--- config.mk ---
export PLATFORM = sky130hd
export DESIGN_NAME = adcc_control
export DESIGN_NICKNAME = d
export VERILOG_FILES = /design/src/logic/adcc_pkg.sv /design/src/logic/adcc_control.sv /design/src/logic/adcc_start_pin_qual.sv /design/src/logic/adcc_result_fmt.sv
export VERILOG_INCLUDE_DIRS = /design/src /design/src/logic
export SDC_FILE = /design/constraint.sdc
export NUM_CORES = 1
export LEC_CHECK = 0
export BUFFER_PORTS_ARGS = -buffer_cell sky130_fd_sc_hd__buf_2
export CAP_MARGIN = 20
export CORE_ASPECT_RATIO = 1.1
export CORE_MARGIN = 2
export CORE_UTILIZATION = 40
export CTS_BUF_LIST = sky130_fd_sc_hd__clkbuf_8
export CTS_CLUSTER_SIZE = 20
export DETAILED_ROUTE_END_ITERATION = 16
export PLACE_DENSITY = 0.68
export SETUP_SLACK_MARGIN = 0.3
export SKIP_CTS_REPAIR_TIMING = 1
export SYNTH_ARGS = -nofsm -noshare
export SYNTH_HDL_FRONTEND = slang
export SYNTH_HIERARCHICAL = 1
export SYNTH_SLANG_ARGS = --single-unit
--- constraint.sdc ---
create_clock -name clk -period 2.45 [get_ports clk]
set_input_delay 0.3675 -clock clk [delete_from_list [all_inputs] [get_ports clk]]
set_output_delay 0.3675 -clock clk [all_outputs]
set_load 0.1 [all_outputs]
--- src/logic/adcc_defines.svh ---
/*
  Register offsets, field positions, reset values and filter counts of the
  converter control block.
  Assumes inclusion by bare name from every file of the block.
*/
`ifndef ADCC_DEFINES_SVH
`define ADCC_DEFINES_SVH

// Byte offsets on the register bus
`define ADCC_CTRL_OFF       8'h20
`define ADCC_CHEN_OFF       8'h24

// Control register field positions
`define ADCC_FMT_BIT        31
`define ADCC_RSV_HI         30
`define ADCC_RSV_LO         12
`define ADCC_START_BIT      11
`define ADCC_DIFF_BIT       10
`define ADCC_DMA_BIT        9
`define ADCC_EXTERNAL_TRIGGER_ENABLE_BIT      8
`define ADCC_TCOND_HI       7
`define ADCC_TCOND_LO       6
`define ADCC_MODE_HI        3
`define ADCC_MODE_LO        2
`define ADCC_INTEN_BIT      1
`define ADCC_CONVEN_BIT     0

// Reset values
`define ADCC_CTRL_RST       32'h0000_0000
`define ADCC_CHEN_RST       8'h00

// Operation mode codes
`define ADCC_MODE_SINGLE    2'h0
`define ADCC_MODE_RSV       2'h1
`define ADCC_MODE_SCAN      2'h2
`define ADCC_MODE_CONT      2'h3

// Trigger condition codes
`define ADCC_TC_LOW         2'h0
`define ADCC_TC_HIGH        2'h1
`define ADCC_TC_FALL        2'h2
`define ADCC_TC_RISE        2'h3

// Least stable time of the start pin, in clock cycles
`define ADCC_LEVEL_CYCLES   4'h8
`define ADCC_EDGE_CYCLES    4'h4

// Even-channel mask used in differential mode
`define ADCC_EVEN_MASK      8'h55
`define ADCC_ALL_MASK       8'hff

`endif

--- src/logic/adcc_pkg.sv ---
/*
  Types of the converter control block: sequencer states and the state
  records of each module.
  Assumes adcc_defines.svh is on the include path.
*/
`default_nettype none

package adcc_pkg;

  typedef enum logic [1:0] {
    ADCC_IDLE    = 2'h0,
    ADCC_CONVERT = 2'h1
  } adcc_seq_e;

  typedef struct packed {
    logic        fmtSigned;
    logic        startFlag;
    logic        diffMode;
    logic        dmaEn;
    logic        trigEn;
    logic [1:0]  trigCond;
    logic [1:0]  opMode;
    logic        intEn;
    logic        convEn;
    logic [7:0]  chanEn;
    adcc_seq_e   seq;
    logic [2:0]  chan;
    logic        convReq;
    logic        ack;
    logic [31:0] rdata;
  } adcc_ctrl_s;

  typedef struct packed {
    logic       sync1;
    logic       sync2;
    logic [3:0] stableCnt;
    logic       filtLevel;
    logic       trigEvent;
  } adcc_pin_s;

  typedef struct packed {
    logic        resultWrite;
    logic [2:0]  resultIndex;
    logic [15:0] resultData;
    logic        dmaRequest;
  } adcc_fmt_s;

endpackage

`default_nettype wire

--- src/logic/adcc_control.sv ---
/*
  Converter control register, channel enable register and conversion
  sequencer, reached over a classic Wishbone slave.
  Assumes a synchronous active-high reset, a converter that answers each
  one-cycle convReq with a one-cycle convDone and data, and an external
  start pin asynchronous to clk.
*/
// The implementer's own choice: the Wishbone register port.
// Summary of operation
// - The control register lives at offset 0x20, is read/write and resets to all zero.
// - Bit 31 picks two's complement (1) or unsigned (0) results.
// - Bit 11 set runs conversions; clearing it stops them and idles the sequencer.
// - The start flag is set by a software write of 1 or by a qualified pin event.
// - Hardware clears the start flag at the end of a single conversion or single scan.
// - Continuous scan repeats until software writes 0, reset, or no channel is left enabled.
// - Bit 10 selects differential (1) or single-ended (0) input.
// - Differential pair n uses input 2n as plus and 2n+1 as minus.
// - In differential mode only even channels are enabled and results go there.
// - Bit 9 makes each finished conversion raise a DMA request.
// - Two's complement results carry the sign in bits 15:12, unsigned ones zero.
// - Bits 3:2 select single, single-cycle scan or continuous scan; 01 is reserved.
// - In hardware trigger mode a qualified pin event sets the start flag, in single-cycle scan mode only.
`include "adcc_defines.svh"
`default_nettype none

module adcc_control
  import adcc_pkg::*;
(
  input  wire logic        clk,
  input  wire logic        rst,
  input  wire logic        wbCyc,
  input  wire logic        wbStb,
  input  wire logic        wbWe,
  input  wire logic [7:0]  wbAdr,
  input  wire logic [3:0]  wbSel,
  input  wire logic [31:0] wbDatIn,
  output logic [31:0]      wbDatOut,
  output logic             wbAck,
  input  wire logic        externalStartPin,
  output logic             convReq,
  output logic [2:0]       convChannel,
  output logic             convDiff,
  input  wire logic        convDone,
  input  wire logic [11:0] convData,
  output logic             converterEnable,
  output logic             conversionInterruptEnable,
  output logic             resultWrite,
  output logic [2:0]       resultIndex,
  output logic [15:0]      resultData,
  output logic             dmaRequest
);

  adcc_ctrl_s state_ff;
  adcc_ctrl_s nxt_state;

  logic       trigEvent;
  logic       accept;
  logic       req;
  logic       wrCtrl;
  logic       wrChen;
  logic       swSet;
  logic       swClr;
  logic       trigSet;
  logic       hwClr;
  logic [7:0] mask;
  logic [3:0] found;

  // Lowest enabled channel at or above from; bit 3 flags a hit
  function automatic logic [3:0] findNext(input logic [7:0] m,
                                          input logic [3:0] from);
    findNext = 4'h0;
    for (int i = 7; i >= 0; i--) begin
      if (m[i] && (4'(i) >= from)) begin
        findNext = {1'b1, 3'(i)};
      end
    end
  endfunction

  // Readback of the control register
  function automatic logic [31:0] ctrlWord(input adcc_ctrl_s s);
    ctrlWord = `ADCC_CTRL_RST;
    ctrlWord[`ADCC_FMT_BIT]                  = s.fmtSigned;
    ctrlWord[`ADCC_START_BIT]                = s.startFlag;
    ctrlWord[`ADCC_DIFF_BIT]                 = s.diffMode;
    ctrlWord[`ADCC_DMA_BIT]                  = s.dmaEn;
    ctrlWord[`ADCC_EXTERNAL_TRIGGER_ENABLE_BIT]                = s.trigEn;
    ctrlWord[`ADCC_TCOND_HI:`ADCC_TCOND_LO]  = s.trigCond;
    ctrlWord[`ADCC_MODE_HI:`ADCC_MODE_LO]    = s.opMode;
    ctrlWord[`ADCC_INTEN_BIT]                = s.intEn;
    ctrlWord[`ADCC_CONVEN_BIT]               = s.convEn;
  endfunction

  function automatic logic hitOffset(input logic [7:0] adr,
                                     input logic [7:0] off);
    hitOffset = (adr[7:2] == off[7:2]);
  endfunction

  adcc_start_pin_qual u_pin (
    .clk              (clk),
    .rst              (rst),
    .externalStartPin (externalStartPin),
    .trigCond         (state_ff.trigCond),
    .trigEvent        (trigEvent)
  );

  assign accept = convDone && (state_ff.seq == ADCC_CONVERT);

  adcc_result_fmt u_fmt (
    .clk         (clk),
    .rst         (rst),
    .accept      (accept),
    .convData    (convData),
    .chan        (state_ff.chan),
    .fmtSigned   (state_ff.fmtSigned),
    .dmaEn       (state_ff.dmaEn),
    .resultWrite (resultWrite),
    .resultIndex (resultIndex),
    .resultData  (resultData),
    .dmaRequest  (dmaRequest)
  );

  always_comb begin
    nxt_state         = state_ff;
    nxt_state.ack     = 1'b0;
    nxt_state.convReq = 1'b0;
    hwClr             = 1'b0;
    found             = 4'h0;
    req    = wbCyc && wbStb && !state_ff.ack;
    wrCtrl = req && wbWe && hitOffset(wbAdr, `ADCC_CTRL_OFF);
    wrChen = req && wbWe && hitOffset(wbAdr, `ADCC_CHEN_OFF);
    swSet  = wrCtrl && wbSel[1] && wbDatIn[`ADCC_START_BIT];
    swClr  = wrCtrl && wbSel[1] && !wbDatIn[`ADCC_START_BIT];
    // Pin start only counts in single-cycle scan with the trigger on
    trigSet = trigEvent && state_ff.trigEn &&
              (state_ff.opMode == `ADCC_MODE_SCAN);
    // Even channels only in differential mode
    mask = state_ff.chanEn &
           (state_ff.diffMode ? `ADCC_EVEN_MASK : `ADCC_ALL_MASK);

    // Bus side
    if (req) begin
      nxt_state.ack = 1'b1;
      if (hitOffset(wbAdr, `ADCC_CTRL_OFF)) begin
        nxt_state.rdata = ctrlWord(state_ff);
      end else if (hitOffset(wbAdr, `ADCC_CHEN_OFF)) begin
        nxt_state.rdata = {24'h00_0000, state_ff.chanEn};
      end else begin
        nxt_state.rdata = 32'h0000_0000;
      end
    end
    if (wrCtrl && wbSel[3]) begin
      nxt_state.fmtSigned = wbDatIn[`ADCC_FMT_BIT];
    end
    if (wrCtrl && wbSel[1]) begin
      nxt_state.diffMode = wbDatIn[`ADCC_DIFF_BIT];
      nxt_state.dmaEn    = wbDatIn[`ADCC_DMA_BIT];
      nxt_state.trigEn   = wbDatIn[`ADCC_EXTERNAL_TRIGGER_ENABLE_BIT];
    end
    if (wrCtrl && wbSel[0]) begin
      nxt_state.trigCond = wbDatIn[`ADCC_TCOND_HI:`ADCC_TCOND_LO];
      nxt_state.opMode   = wbDatIn[`ADCC_MODE_HI:`ADCC_MODE_LO];
      nxt_state.intEn    = wbDatIn[`ADCC_INTEN_BIT];
      nxt_state.convEn   = wbDatIn[`ADCC_CONVEN_BIT];
    end
    if (wrChen && wbSel[0]) begin
      nxt_state.chanEn = wbDatIn[7:0];
    end

    // Sequencer
    unique case (state_ff.seq)
      ADCC_IDLE: begin
        if (state_ff.startFlag && !swClr) begin
          found = findNext(mask, 4'h0);
          if (found[3]) begin
            nxt_state.chan    = found[2:0];
            nxt_state.convReq = 1'b1;
            nxt_state.seq     = ADCC_CONVERT;
          end else begin
            // Nothing enabled: the run ends at once
            hwClr = 1'b1;
          end
        end
      end
      ADCC_CONVERT: begin
        if (swClr || !state_ff.startFlag) begin
          nxt_state.seq = ADCC_IDLE;
        end else if (convDone) begin
          found = findNext(mask, {1'b0, state_ff.chan} + 4'h1);
          if (state_ff.opMode == `ADCC_MODE_SINGLE ||
              state_ff.opMode == `ADCC_MODE_RSV) begin
            hwClr         = 1'b1;
            nxt_state.seq = ADCC_IDLE;
          end else if (found[3]) begin
            nxt_state.chan    = found[2:0];
            nxt_state.convReq = 1'b1;
          end else if (state_ff.opMode == `ADCC_MODE_CONT) begin
            found = findNext(mask, 4'h0);
            if (found[3]) begin
              nxt_state.chan    = found[2:0];
              nxt_state.convReq = 1'b1;
            end else begin
              nxt_state.seq = ADCC_IDLE;
            end
          end else begin
            hwClr         = 1'b1;
            nxt_state.seq = ADCC_IDLE;
          end
        end
      end
      default: begin
        nxt_state.seq = ADCC_IDLE;
      end
    endcase

    // A set in the same cycle as any clear wins
    if (swSet || trigSet) begin
      nxt_state.startFlag = 1'b1;
    end else if (swClr || hwClr) begin
      nxt_state.startFlag = 1'b0;
    end
  end

  always_ff @(posedge clk) begin
    if (rst) begin
      state_ff <= '0;
    end else begin
      state_ff <= nxt_state;
    end
  end

  assign wbDatOut                  = state_ff.rdata;
  assign wbAck                     = state_ff.ack;
  assign convReq                   = state_ff.convReq;
  assign convChannel               = state_ff.chan;
  assign convDiff                  = state_ff.diffMode;
  assign converterEnable           = state_ff.convEn;
  assign conversionInterruptEnable = state_ff.intEn;
endmodule

`default_nettype wire

--- src/logic/adcc_start_pin_qual.sv ---
/*
  Qualifies the external start pin: two-flop synchroniser, stability
  filter, then level or edge detection as the trigger condition selects.
  Assumes the pin is asynchronous to clk.
*/
`include "adcc_defines.svh"
`default_nettype none

module adcc_start_pin_qual
  import adcc_pkg::*;
(
  input  wire logic       clk,
  input  wire logic       rst,
  input  wire logic       externalStartPin,
  input  wire logic [1:0] trigCond,
  output logic            trigEvent
);

  adcc_pin_s state_ff;
  adcc_pin_s nxt_state;

  always_comb begin
    nxt_state           = state_ff;
    nxt_state.sync1     = externalStartPin;
    nxt_state.sync2     = state_ff.sync1;
    nxt_state.trigEvent = 1'b0;
    if (state_ff.sync2 != state_ff.filtLevel) begin
      // Edge filter: a new level counts only once held for the edge time
      if (state_ff.stableCnt >= `ADCC_EDGE_CYCLES - 4'h1) begin
        nxt_state.filtLevel = state_ff.sync2;
        nxt_state.stableCnt = 4'h0;
        if (trigCond == `ADCC_TC_RISE && state_ff.sync2) begin
          nxt_state.trigEvent = 1'b1;
        end
        if (trigCond == `ADCC_TC_FALL && !state_ff.sync2) begin
          nxt_state.trigEvent = 1'b1;
        end
      end else begin
        nxt_state.stableCnt = state_ff.stableCnt + 4'h1;
      end
    end else begin
      nxt_state.stableCnt = 4'h0;
    end
    // Level trigger keeps firing while the settled level matches
    if (state_ff.sync2 == state_ff.filtLevel) begin
      if (trigCond == `ADCC_TC_LOW && !state_ff.filtLevel) begin
        nxt_state.trigEvent = 1'b1;
      end
      if (trigCond == `ADCC_TC_HIGH && state_ff.filtLevel) begin
        nxt_state.trigEvent = 1'b1;
      end
    end
  end

  always_ff @(posedge clk) begin
    if (rst) begin
      state_ff <= '0;
    end else begin
      state_ff <= nxt_state;
    end
  end

  assign trigEvent = state_ff.trigEvent;

endmodule

`default_nettype wire

--- src/logic/adcc_result_fmt.sv ---
/*
  Formats each finished conversion into a 16-bit result word, names the
  result register it belongs to and raises the DMA request.
  Assumes accept is a one-cycle pulse on the same clock.
*/
`include "adcc_defines.svh"
`default_nettype none

module adcc_result_fmt
  import adcc_pkg::*;
(
  input  wire logic        clk,
  input  wire logic        rst,
  input  wire logic        accept,
  input  wire logic [11:0] convData,
  input  wire logic [2:0]  chan,
  input  wire logic        fmtSigned,
  input  wire logic        dmaEn,
  output logic             resultWrite,
  output logic [2:0]       resultIndex,
  output logic [15:0]      resultData,
  output logic             dmaRequest
);

  adcc_fmt_s state_ff;
  adcc_fmt_s nxt_state;

  // Converter code is offset binary; flipping the top bit gives two's
  // complement, then the sign fills the upper nibble
  function automatic logic [15:0] formatResult(input logic [11:0] raw,
                                               input logic        sgn);
    logic [11:0] tc;
    tc = {~raw[11], raw[10:0]};
    if (sgn) begin
      formatResult = {{4{tc[11]}}, tc};
    end else begin
      formatResult = {4'h0, raw};
    end
  endfunction

  always_comb begin
    nxt_state             = state_ff;
    nxt_state.resultWrite = accept;
    nxt_state.dmaRequest  = accept && dmaEn;
    if (accept) begin
      nxt_state.resultIndex = chan;
      nxt_state.resultData  = formatResult(convData, fmtSigned);
    end
  end

  always_ff @(posedge clk) begin
    if (rst) begin
      state_ff <= '0;
    end else begin
      state_ff <= nxt_state;
    end
  end

  assign resultWrite = state_ff.resultWrite;
  assign resultIndex = state_ff.resultIndex;
  assign resultData  = state_ff.resultData;
  assign dmaRequest  = state_ff.dmaRequest;
endmodule

`default_nettype wire

==> results_dict.tcl, run 1 <==
set metrics [dict create \
    final_area_um2 3797 \
    setup_ws_ns 0.3998 \
    cp_max_fo 7 \
    synth.distinct_cells 57 \
    finalHoldViolations 0 \
    clk_pin_slew_ns 0.08 \
    grt_max_degree 38 \
    crit_required_ns 2.69 \
    peakVddDrop_uv 291.2 \
    hold_end "u_pin/nxt_state[6]$_SDFF_PP0_" \
    first_iter_violations 162 \
    worst_setup_path_start_kind "flip-flop" \
    maxSlewViolCount 0 \
    clk_latency_ns 0.35 \
    drtAntennaViolNets 0 \
    start_util_pct 40.76 \
    grt_pass1_vias 2385 \
    hp-start "externalStartPin" \
    drt_wl_total_um 7280 \
    root_buffer "clkbuf_8" \
    rsz0062_at_grt "false" \
    netlist_instances 357 \
    pre_cts_ws_ns 0.1581 \
    clock.fmax_mhz 487.8 \
    numCtsBuffers 9 \
    seq_area_frac_synth_pct 40.16 \
    skew_ns 0.01315 \
    fp.dieW_um 89.16 \
    fin_nets 494 \
    reg2regPathDepth 8 \
    rr_startpoint "convChannel[0]$_SDFFE_PP0P_" \
    synthArstFlopShare_pct 0 \
    cts_max_level 3 \
    die_h_um 97.67 \
    diodes 0 \
    powerDensity_nw_per_um2 569.5 \
    synth_edf_count 0 \
    drcViolationCount 0 \
    grt-ovfl-total 0 \
    drt-pass1-iter-count 4 \
    ys_warn_count 6 \
    core_area_um2 7828 \
    numClockSinks 64 \
    final_layout_size_suffix_gt1_share_pct 31.55 \
    worst-r2r-setup-slack_ns 0.40 \
    post-place-cells 519 \
    row_count 34 \
    r2r_end "convReq$_SDFF_PP0_" \
    min_path_cells 2 \
    track_usage_pct 16.87 \
    path_class "flip-flop to flip-flop" \
    ys_dominant_reg_cell "dfxtp_1" \
    dpl_cell_area_um2 3495 \
    setup-tns-final_ns 0 \
    cts_tree "built" \
    port-buffer-count 82 \
    grt_pass1_wl_um 11410 \
    gp_congestion 0.8450 \
    io_pins 124 \
    area_growth_pct 19.02 \
    synth_area_per_cell_um2 8.937 \
    viasPerCell 4.922 \
    antenna_found_initial 0 \
    ys_seq_elements 64 \
    endpoint_kind "flip-flop" \
    status "finished clean" \
    die_area_um2 8708 \
    min_period_over_period_pct 83.68 \
    cap_violations 0 \
    via_count 2653 \
    period_needed_ns 2.050 \
    syn_area_um2 3191 \
    final-setup-viol-count 0 \
    leakage_nw 1.591 \
    dp_hpwl_um 5125 \
    whs_ns 0.2401 \
    crit_arrival_ns 2.29 \
    ctsLongestPathBuffers 2 \
    hp-class "primary input to flip-flop" \
    fin_cells 539 \
    wire_per_inst_um 13.51 \
]
-- flip-flops by register name, summed over array words and instances, names as in the netlist --
register                   count
wbAck                          1
u_pin/trigEvent                1
u_fmt/resultIndex              3
wbDatOut                      13
conversionInterruptEnable      1
u_pin/state_ff                 6
convReq                        1
convDiff                       1
converterEnable                1
u_fmt/dmaRequest               1
u_fmt/resultWrite              1
state_ff                      17
u_fmt/resultData              13
convChannel                    3
u_pin/nxt_state                1
-- worst max-delay path by stage --
stage                                           start                           to  slack (ns)  depth (start not counted)
after global placement    convChannel[0]$_SDFFE_PP0P_  convChannel[2]$_SDFFE_PP0P_        0.20                          7
after CTS                 convChannel[0]$_SDFFE_PP0P_  convChannel[2]$_SDFFE_PP0P_        0.14                          7
final                     convChannel[0]$_SDFFE_PP0P_           convReq$_SDFF_PP0_        0.40                          8
after global routing      convChannel[1]$_SDFFE_PP0P_           convReq$_SDFF_PP0_        0.30                          9
after floorplan                      wbAck$_SDFF_PP0_  convChannel[1]$_SDFFE_PP0P_        0.31                          6
after detailed placement  convChannel[0]$_SDFFE_PP0P_  convChannel[2]$_SDFFE_PP0P_        0.16                          7
-- placed cells by master (no fill, tap or decap), types with 2 or more instances in the layout --
master	Yosys	final
o21ai_0	4	4
buf_4	39	12
and2_1	3	3
nand3b_1	2	2
dfxtp_1	64	60
a31oi_2	1	2
dfxtp_4	0	2
nand3_1	11	11
a31oi_1	3	2
clkinvlp_4	0	4
mux2i_1	35	35
a221oi_1	6	6
a21oi_1	16	16
inv_1	10	10
o211ai_1	2	2
conb_1	2	21
clkbuf_8	0	10
ha_4	0	2
nor2b_1	6	5
nand4_1	2	2
nor4_2	2	2
o21ai_1	6	4
nor3_1	9	8
nor2_1	59	59
ha_1	5	3
nand2b_1	3	2
buf_2	5	82
dfxtp_2	0	2
and4_1	4	4
nand2_1	15	15
o21a_1	2	2
o21ai_2	0	2
-- layer usage --
metal | global-route usage (%) | part of all wire [%]
met5 | 0 | 0
met4 | 6.200 | 1.7
met2 | 26.44 | 46
met3 | 6.032 | 8.3
met1 | 21.05 | 44
-- power by group --
| group | switching (mW) | internal [mW] |
|---|---|---|
| sequential | 0.00605 | 1.05 |
| clock | 0.430 | 0.395 |
| combinational | 0.231 | 0.0510 |
-- cells by family (layout without fill, tap and decap cells) --
kind of cell / after synthesis / count (layout) / synth area share (%)
AO/OA/AOI/OAI: 59 / 59 / 13.33
adder cells (fa/ha/maj): 5 / 5 / 1.961
XOR/XNOR: 2 / 2 / 0.5491
other: 2 / 21 / 0.2354
flip-flops: 64 / 64 / 40.16
AND/OR/NAND/NOR: 123 / 123 / 19.14
buffers and inverters: 67 / 122 / 13.65
multiplexers: 35 / 35 / 10.98
-- synth_stat cells (4+ instances only) --
cell type | instances | area (um2)
o21ai_1 | 6 | 30.03
a21oi_1 | 16 | 80.08
dfxtp_1 | 64 | 1281
and4_1 | 4 | 35.03
nor2_1 | 59 | 221.5
nand3_1 | 11 | 55.05
nor3_1 | 9 | 45.04
o21ai_0 | 4 | 20.02
buf_4 | 39 | 292.8
nand2_1 | 15 | 56.30
mux2i_1 | 35 | 350.3
clkbuf_1 | 9 | 33.78
inv_1 | 10 | 37.54
nor2b_1 | 6 | 37.54
a221oi_1 | 6 | 52.55
buf_2 | 5 | 25.02
ha_1 | 5 | 62.56
-- cell type report --
type	instances	area [um2]
clock buffers	10	137.6
clock inverters	6	43.79
inverters	11	41.29
repair buffers	95	520.5
flip-flops and latches	64	1291
fillers	818	4030
multi-input cells	245	1628
well taps	108	135.1
-- per-stage QoR --
step | utilization (%) | power (mW)
after floorplan | - | 1.337
after global placement | 44.65 | 1.361
after detailed placement | 44.65 | 1.363
after CTS | 46.96 | 2.189
after global routing | 48.51 | 2.244
final | 48.51 | 2.163
-- worst max-delay path: stages, from the launching register on --
cell and delay [ns]:
dfxtp_4 0.40, inv_1 0.09, ha_4 0.26, o2111ai_2 0.20, o211ai_1 0.21, o311a_1 0.43, o21ai_2 0.18, buf_4 0.13
nor2_1 0.03
(Power assumes the default switching activity.)
==> run 2: changes to the inputs <==
--- a/config.mk
+++ b/config.mk
@@ -6,6 +6,7 @@
 export SDC_FILE = /design/constraint.sdc
 export NUM_CORES = 1
 export LEC_CHECK = 0
+export ABC_AREA = 1
 export BUFFER_PORTS_ARGS = -buffer_cell sky130_fd_sc_hd__buf_2
 export CAP_MARGIN = 20
 export CORE_ASPECT_RATIO = 1.1
@@ -14,7 +15,7 @@
 export CTS_BUF_LIST = sky130_fd_sc_hd__clkbuf_8
 export CTS_CLUSTER_SIZE = 20
 export DETAILED_ROUTE_END_ITERATION = 16
-export PLACE_DENSITY = 0.68
+export PLACE_DENSITY = 0.7
 export SETUP_SLACK_MARGIN = 0.3
 export SKIP_CTS_REPAIR_TIMING = 1
 export SYNTH_ARGS = -nofsm -noshare
==> constraint.sdc (replaced) <==
create_clock -name clk -period 1.75 [get_ports clk]
set_input_delay 0.2625 -clock clk [delete_from_list [all_inputs] [get_ports clk]]
set_output_delay 0.2625 -clock clk [all_outputs]
set_load 0.1 [all_outputs]
==> run 2 against run 1 <==
Net effect: sequential share of layout area is 3.0 points lower; first-iteration DRC count is 19% lower; global-route usage is 0.75 points higher; fmax is 20% higher.
==> results_dict.tcl, run 2 <==
set metrics [dict create \
    synth_top_cell_by_area "dfxtp_1" \
    slew_headroom_pct 55.81 \
    crit_start "convChannel[0]$_SDFFE_PP0P_" \
    synth_area_per_cell_um2 6.870 \
    syn_area_um2 3304 \
    worst_setup_path_start_kind "flip-flop" \
    whs_ns 0.1246 \
    power_mw 3.642 \
    seq_area_frac_synth_pct 38.77 \
    final_util_pct 52.67 \
    numCtsBuffers 9 \
    fin_cells 678 \
    wire_per_inst_um 11.61 \
    reg2regPathDepth 12 \
    status "finished clean" \
    io_pins 124 \
    area_growth_pct 26.81 \
    pwr-share-clk_pct 45.7 \
    period_needed_ns 1.709 \
    row_count 34 \
    min_period_over_period_pct 97.67 \
    gp_congestion 0.8742 \
    start_util_pct 41.54 \
    regMostFlops "state_ff" \
    synth_edf_count 0 \
    synth_area_leaders "dfxtp_1 39%, nand2_1 11%, buf_4 8.9%" \
    rr_startpoint "convChannel[0]$_SDFFE_PP0P_" \
    intPower_mw 2.627 \
    hold_end "u_pin/nxt_state[6]$_SDFF_PP0_" \
    setup_ws_ns 0.04083 \
    maxSlewViolCount 0 \
    final_cell_mix "86 x nand2_1, 79 x buf_2, 67 x nor2_1, 63 x inv_1, 58 x dfxtp_1" \
    setup-tns-final_ns 0 \
    largest_reg_flops 17 \
    ys_seq_elements 64 \
    synth_most_common_cell "nand2_1" \
    numClockSinks 64 \
    netlist.area_leader.share_pct 38.77 \
    final_common_cell "nand2_1" \
    ys_dominant_reg_cell "dfxtp_1" \
    post-place-cells 651 \
    grt_pass1_wl_um 12770 \
    grt-ovfl-total 0 \
    peakVddDrop_uv 428.1 \
    skew_ns 0.01139 \
    synthTopCellsByCount "94 x nand2_1, 73 x nor2_1, 69 x inv_1, 64 x dfxtp_1, 39 x buf_4" \
    clk_latency_ns 0.35 \
    cp_max_fo 7 \
    rsz0062_at_grt "true" \
    grt_max_degree 35 \
    crit_arrival_ns 1.98 \
    drcViolationCount 0 \
    drtAntennaViolNets 0 \
    hp-class "primary input to flip-flop" \
    grt_pass1_vias 2848 \
    netlist_instances 481 \
    path_class "flip-flop to flip-flop" \
    ctsLongestPathBuffers 2 \
    fin_nets 633 \
    switching_share_pct 27.88 \
    cts_tree "built" \
    via_count 3154 \
    synthArstFlopShare_pct 0 \
    final_layout_size_suffix_gt1_share_pct 31.05 \
    synth.distinct_cells 32 \
    cap_violations 0 \
    cts_max_level 3 \
    final_area_um2 4190 \
    finalHoldViolations 0 \
    port-buffer-count 82 \
    die_area_um2 9005 \
    clock.fmax_mhz 585.1 \
    combPwrFrac_pct 13.4 \
    hp-start "externalStartPin" \
    first_iter_violations 131 \
    leakage_nw 2.043 \
    pwr-share-seq_pct 40.9 \
    root_buffer "clkbuf_8" \
    ys_warn_count 6 \
    crit_required_ns 2.02 \
    track_usage_pct 17.62 \
    antenna_found_initial 0 \
    dpl_cell_area_um2 3731 \
    final-setup-viol-count 0 \
    endpoint_kind "flip-flop" \
    min_path_cells 3 \
    drt-pass1-iter-count 4 \
    r2r_end "convChannel[0]$_SDFFE_PP0P_" \
    core_area_um2 7955 \
    dp_hpwl_um 5743 \
    worst_slew_pin_slew_ns 0.6621 \
    viasPerCell 4.652 \
    die_h_um 99.33 \
    fp.dieW_um 90.66 \
    diodes 0 \
    pre_cts_ws_ns 0.05518 \
    drt_wl_total_um 7872 \
    switchingPower_mw 1.015 \
    worst-r2r-setup-slack_ns 0.04 \
    powerDensity_nw_per_um2 869.2 \
    clk_pin_slew_ns 0.07 \
]
## run 2: cell families (layout without fill, tap and decap cells)
family / count (synthesis) / after routing / share of synthesized area, %
AOI/OAI and AO/OA: 69 / 69 / 11.09
adders and majority gates: 5 / 5 / 1.893
buffers and inverters: 123 / 193 / 19.39
DFF: 64 / 64 / 38.77
other: 2 / 21 / 0.2273
and+or+nand+nor: 218 / 218 / 28.63
## run 2: worst max-delay path, cell delays in order, from the launching register on
cell	delay [ns]
dfxtp_4	0.42
inv_2	0.06
ha_4	0.26
inv_2	0.04
nor2_2	0.11
nand3_2	0.10
nand2_4	0.10
nor2_4	0.05
nand2_2	0.09
inv_1	0.07
a21oi_1	0.16
nand2_1	0.08
a21oi_2	0.12
## run 2: worst max path at each step
stage | end | slack (ns) | cells past startpoint
floorplan | convChannel[1]$_SDFFE_PP0P_ | 0.20 | 12
global placement | convChannel[0]$_SDFFE_PP0P_ | 0.08 | 12
detailed placement | convChannel[1]$_SDFFE_PP0P_ | 0.06 | 12
CTS | convChannel[1]$_SDFFE_PP0P_ | 0.04 | 12
global route | state_ff[56]$_SDFFE_PP0P_ | -0.04 | 12
finish | convChannel[0]$_SDFFE_PP0P_ | 0.04 | 12
## run 2: power groups by stage
stage               logic (mW)  clock network (mW)  registers, mW
finish                   0.489                1.66           1.49
global placement         0.472                   0           1.52
detailed placement       0.478                   0           1.52
CTS                      0.479                1.69           1.49
global route             0.518                1.75           1.49
floorplan                0.431                   0           1.53
## run 2: layout make-up
cell class | count | area, um2
fillers | 800 | 3765
multi-input cells | 313 | 1623
flip-flops and latches | 64 | 1299
repair buffers | 104 | 586.8
inverters | 73 | 282.8
clock buffers | 12 | 165.2
well taps | 108 | 135.1
clock inverters | 4 | 98.84
## run 2: per-layer routing
| metal | global-route usage, % | vias to the layer above | part of all wire [%] |
|---|---|---|---|
| li1 | - | 1608 | - |
| met4 | 8.994 | 0 | 2.5 |
| met2 | 29.97 | 107 | 47 |
| met5 | 0 | - | 0 |
| met1 | 21.28 | 1423 | 45 |
| met3 | 3.409 | 16 | 5.3 |
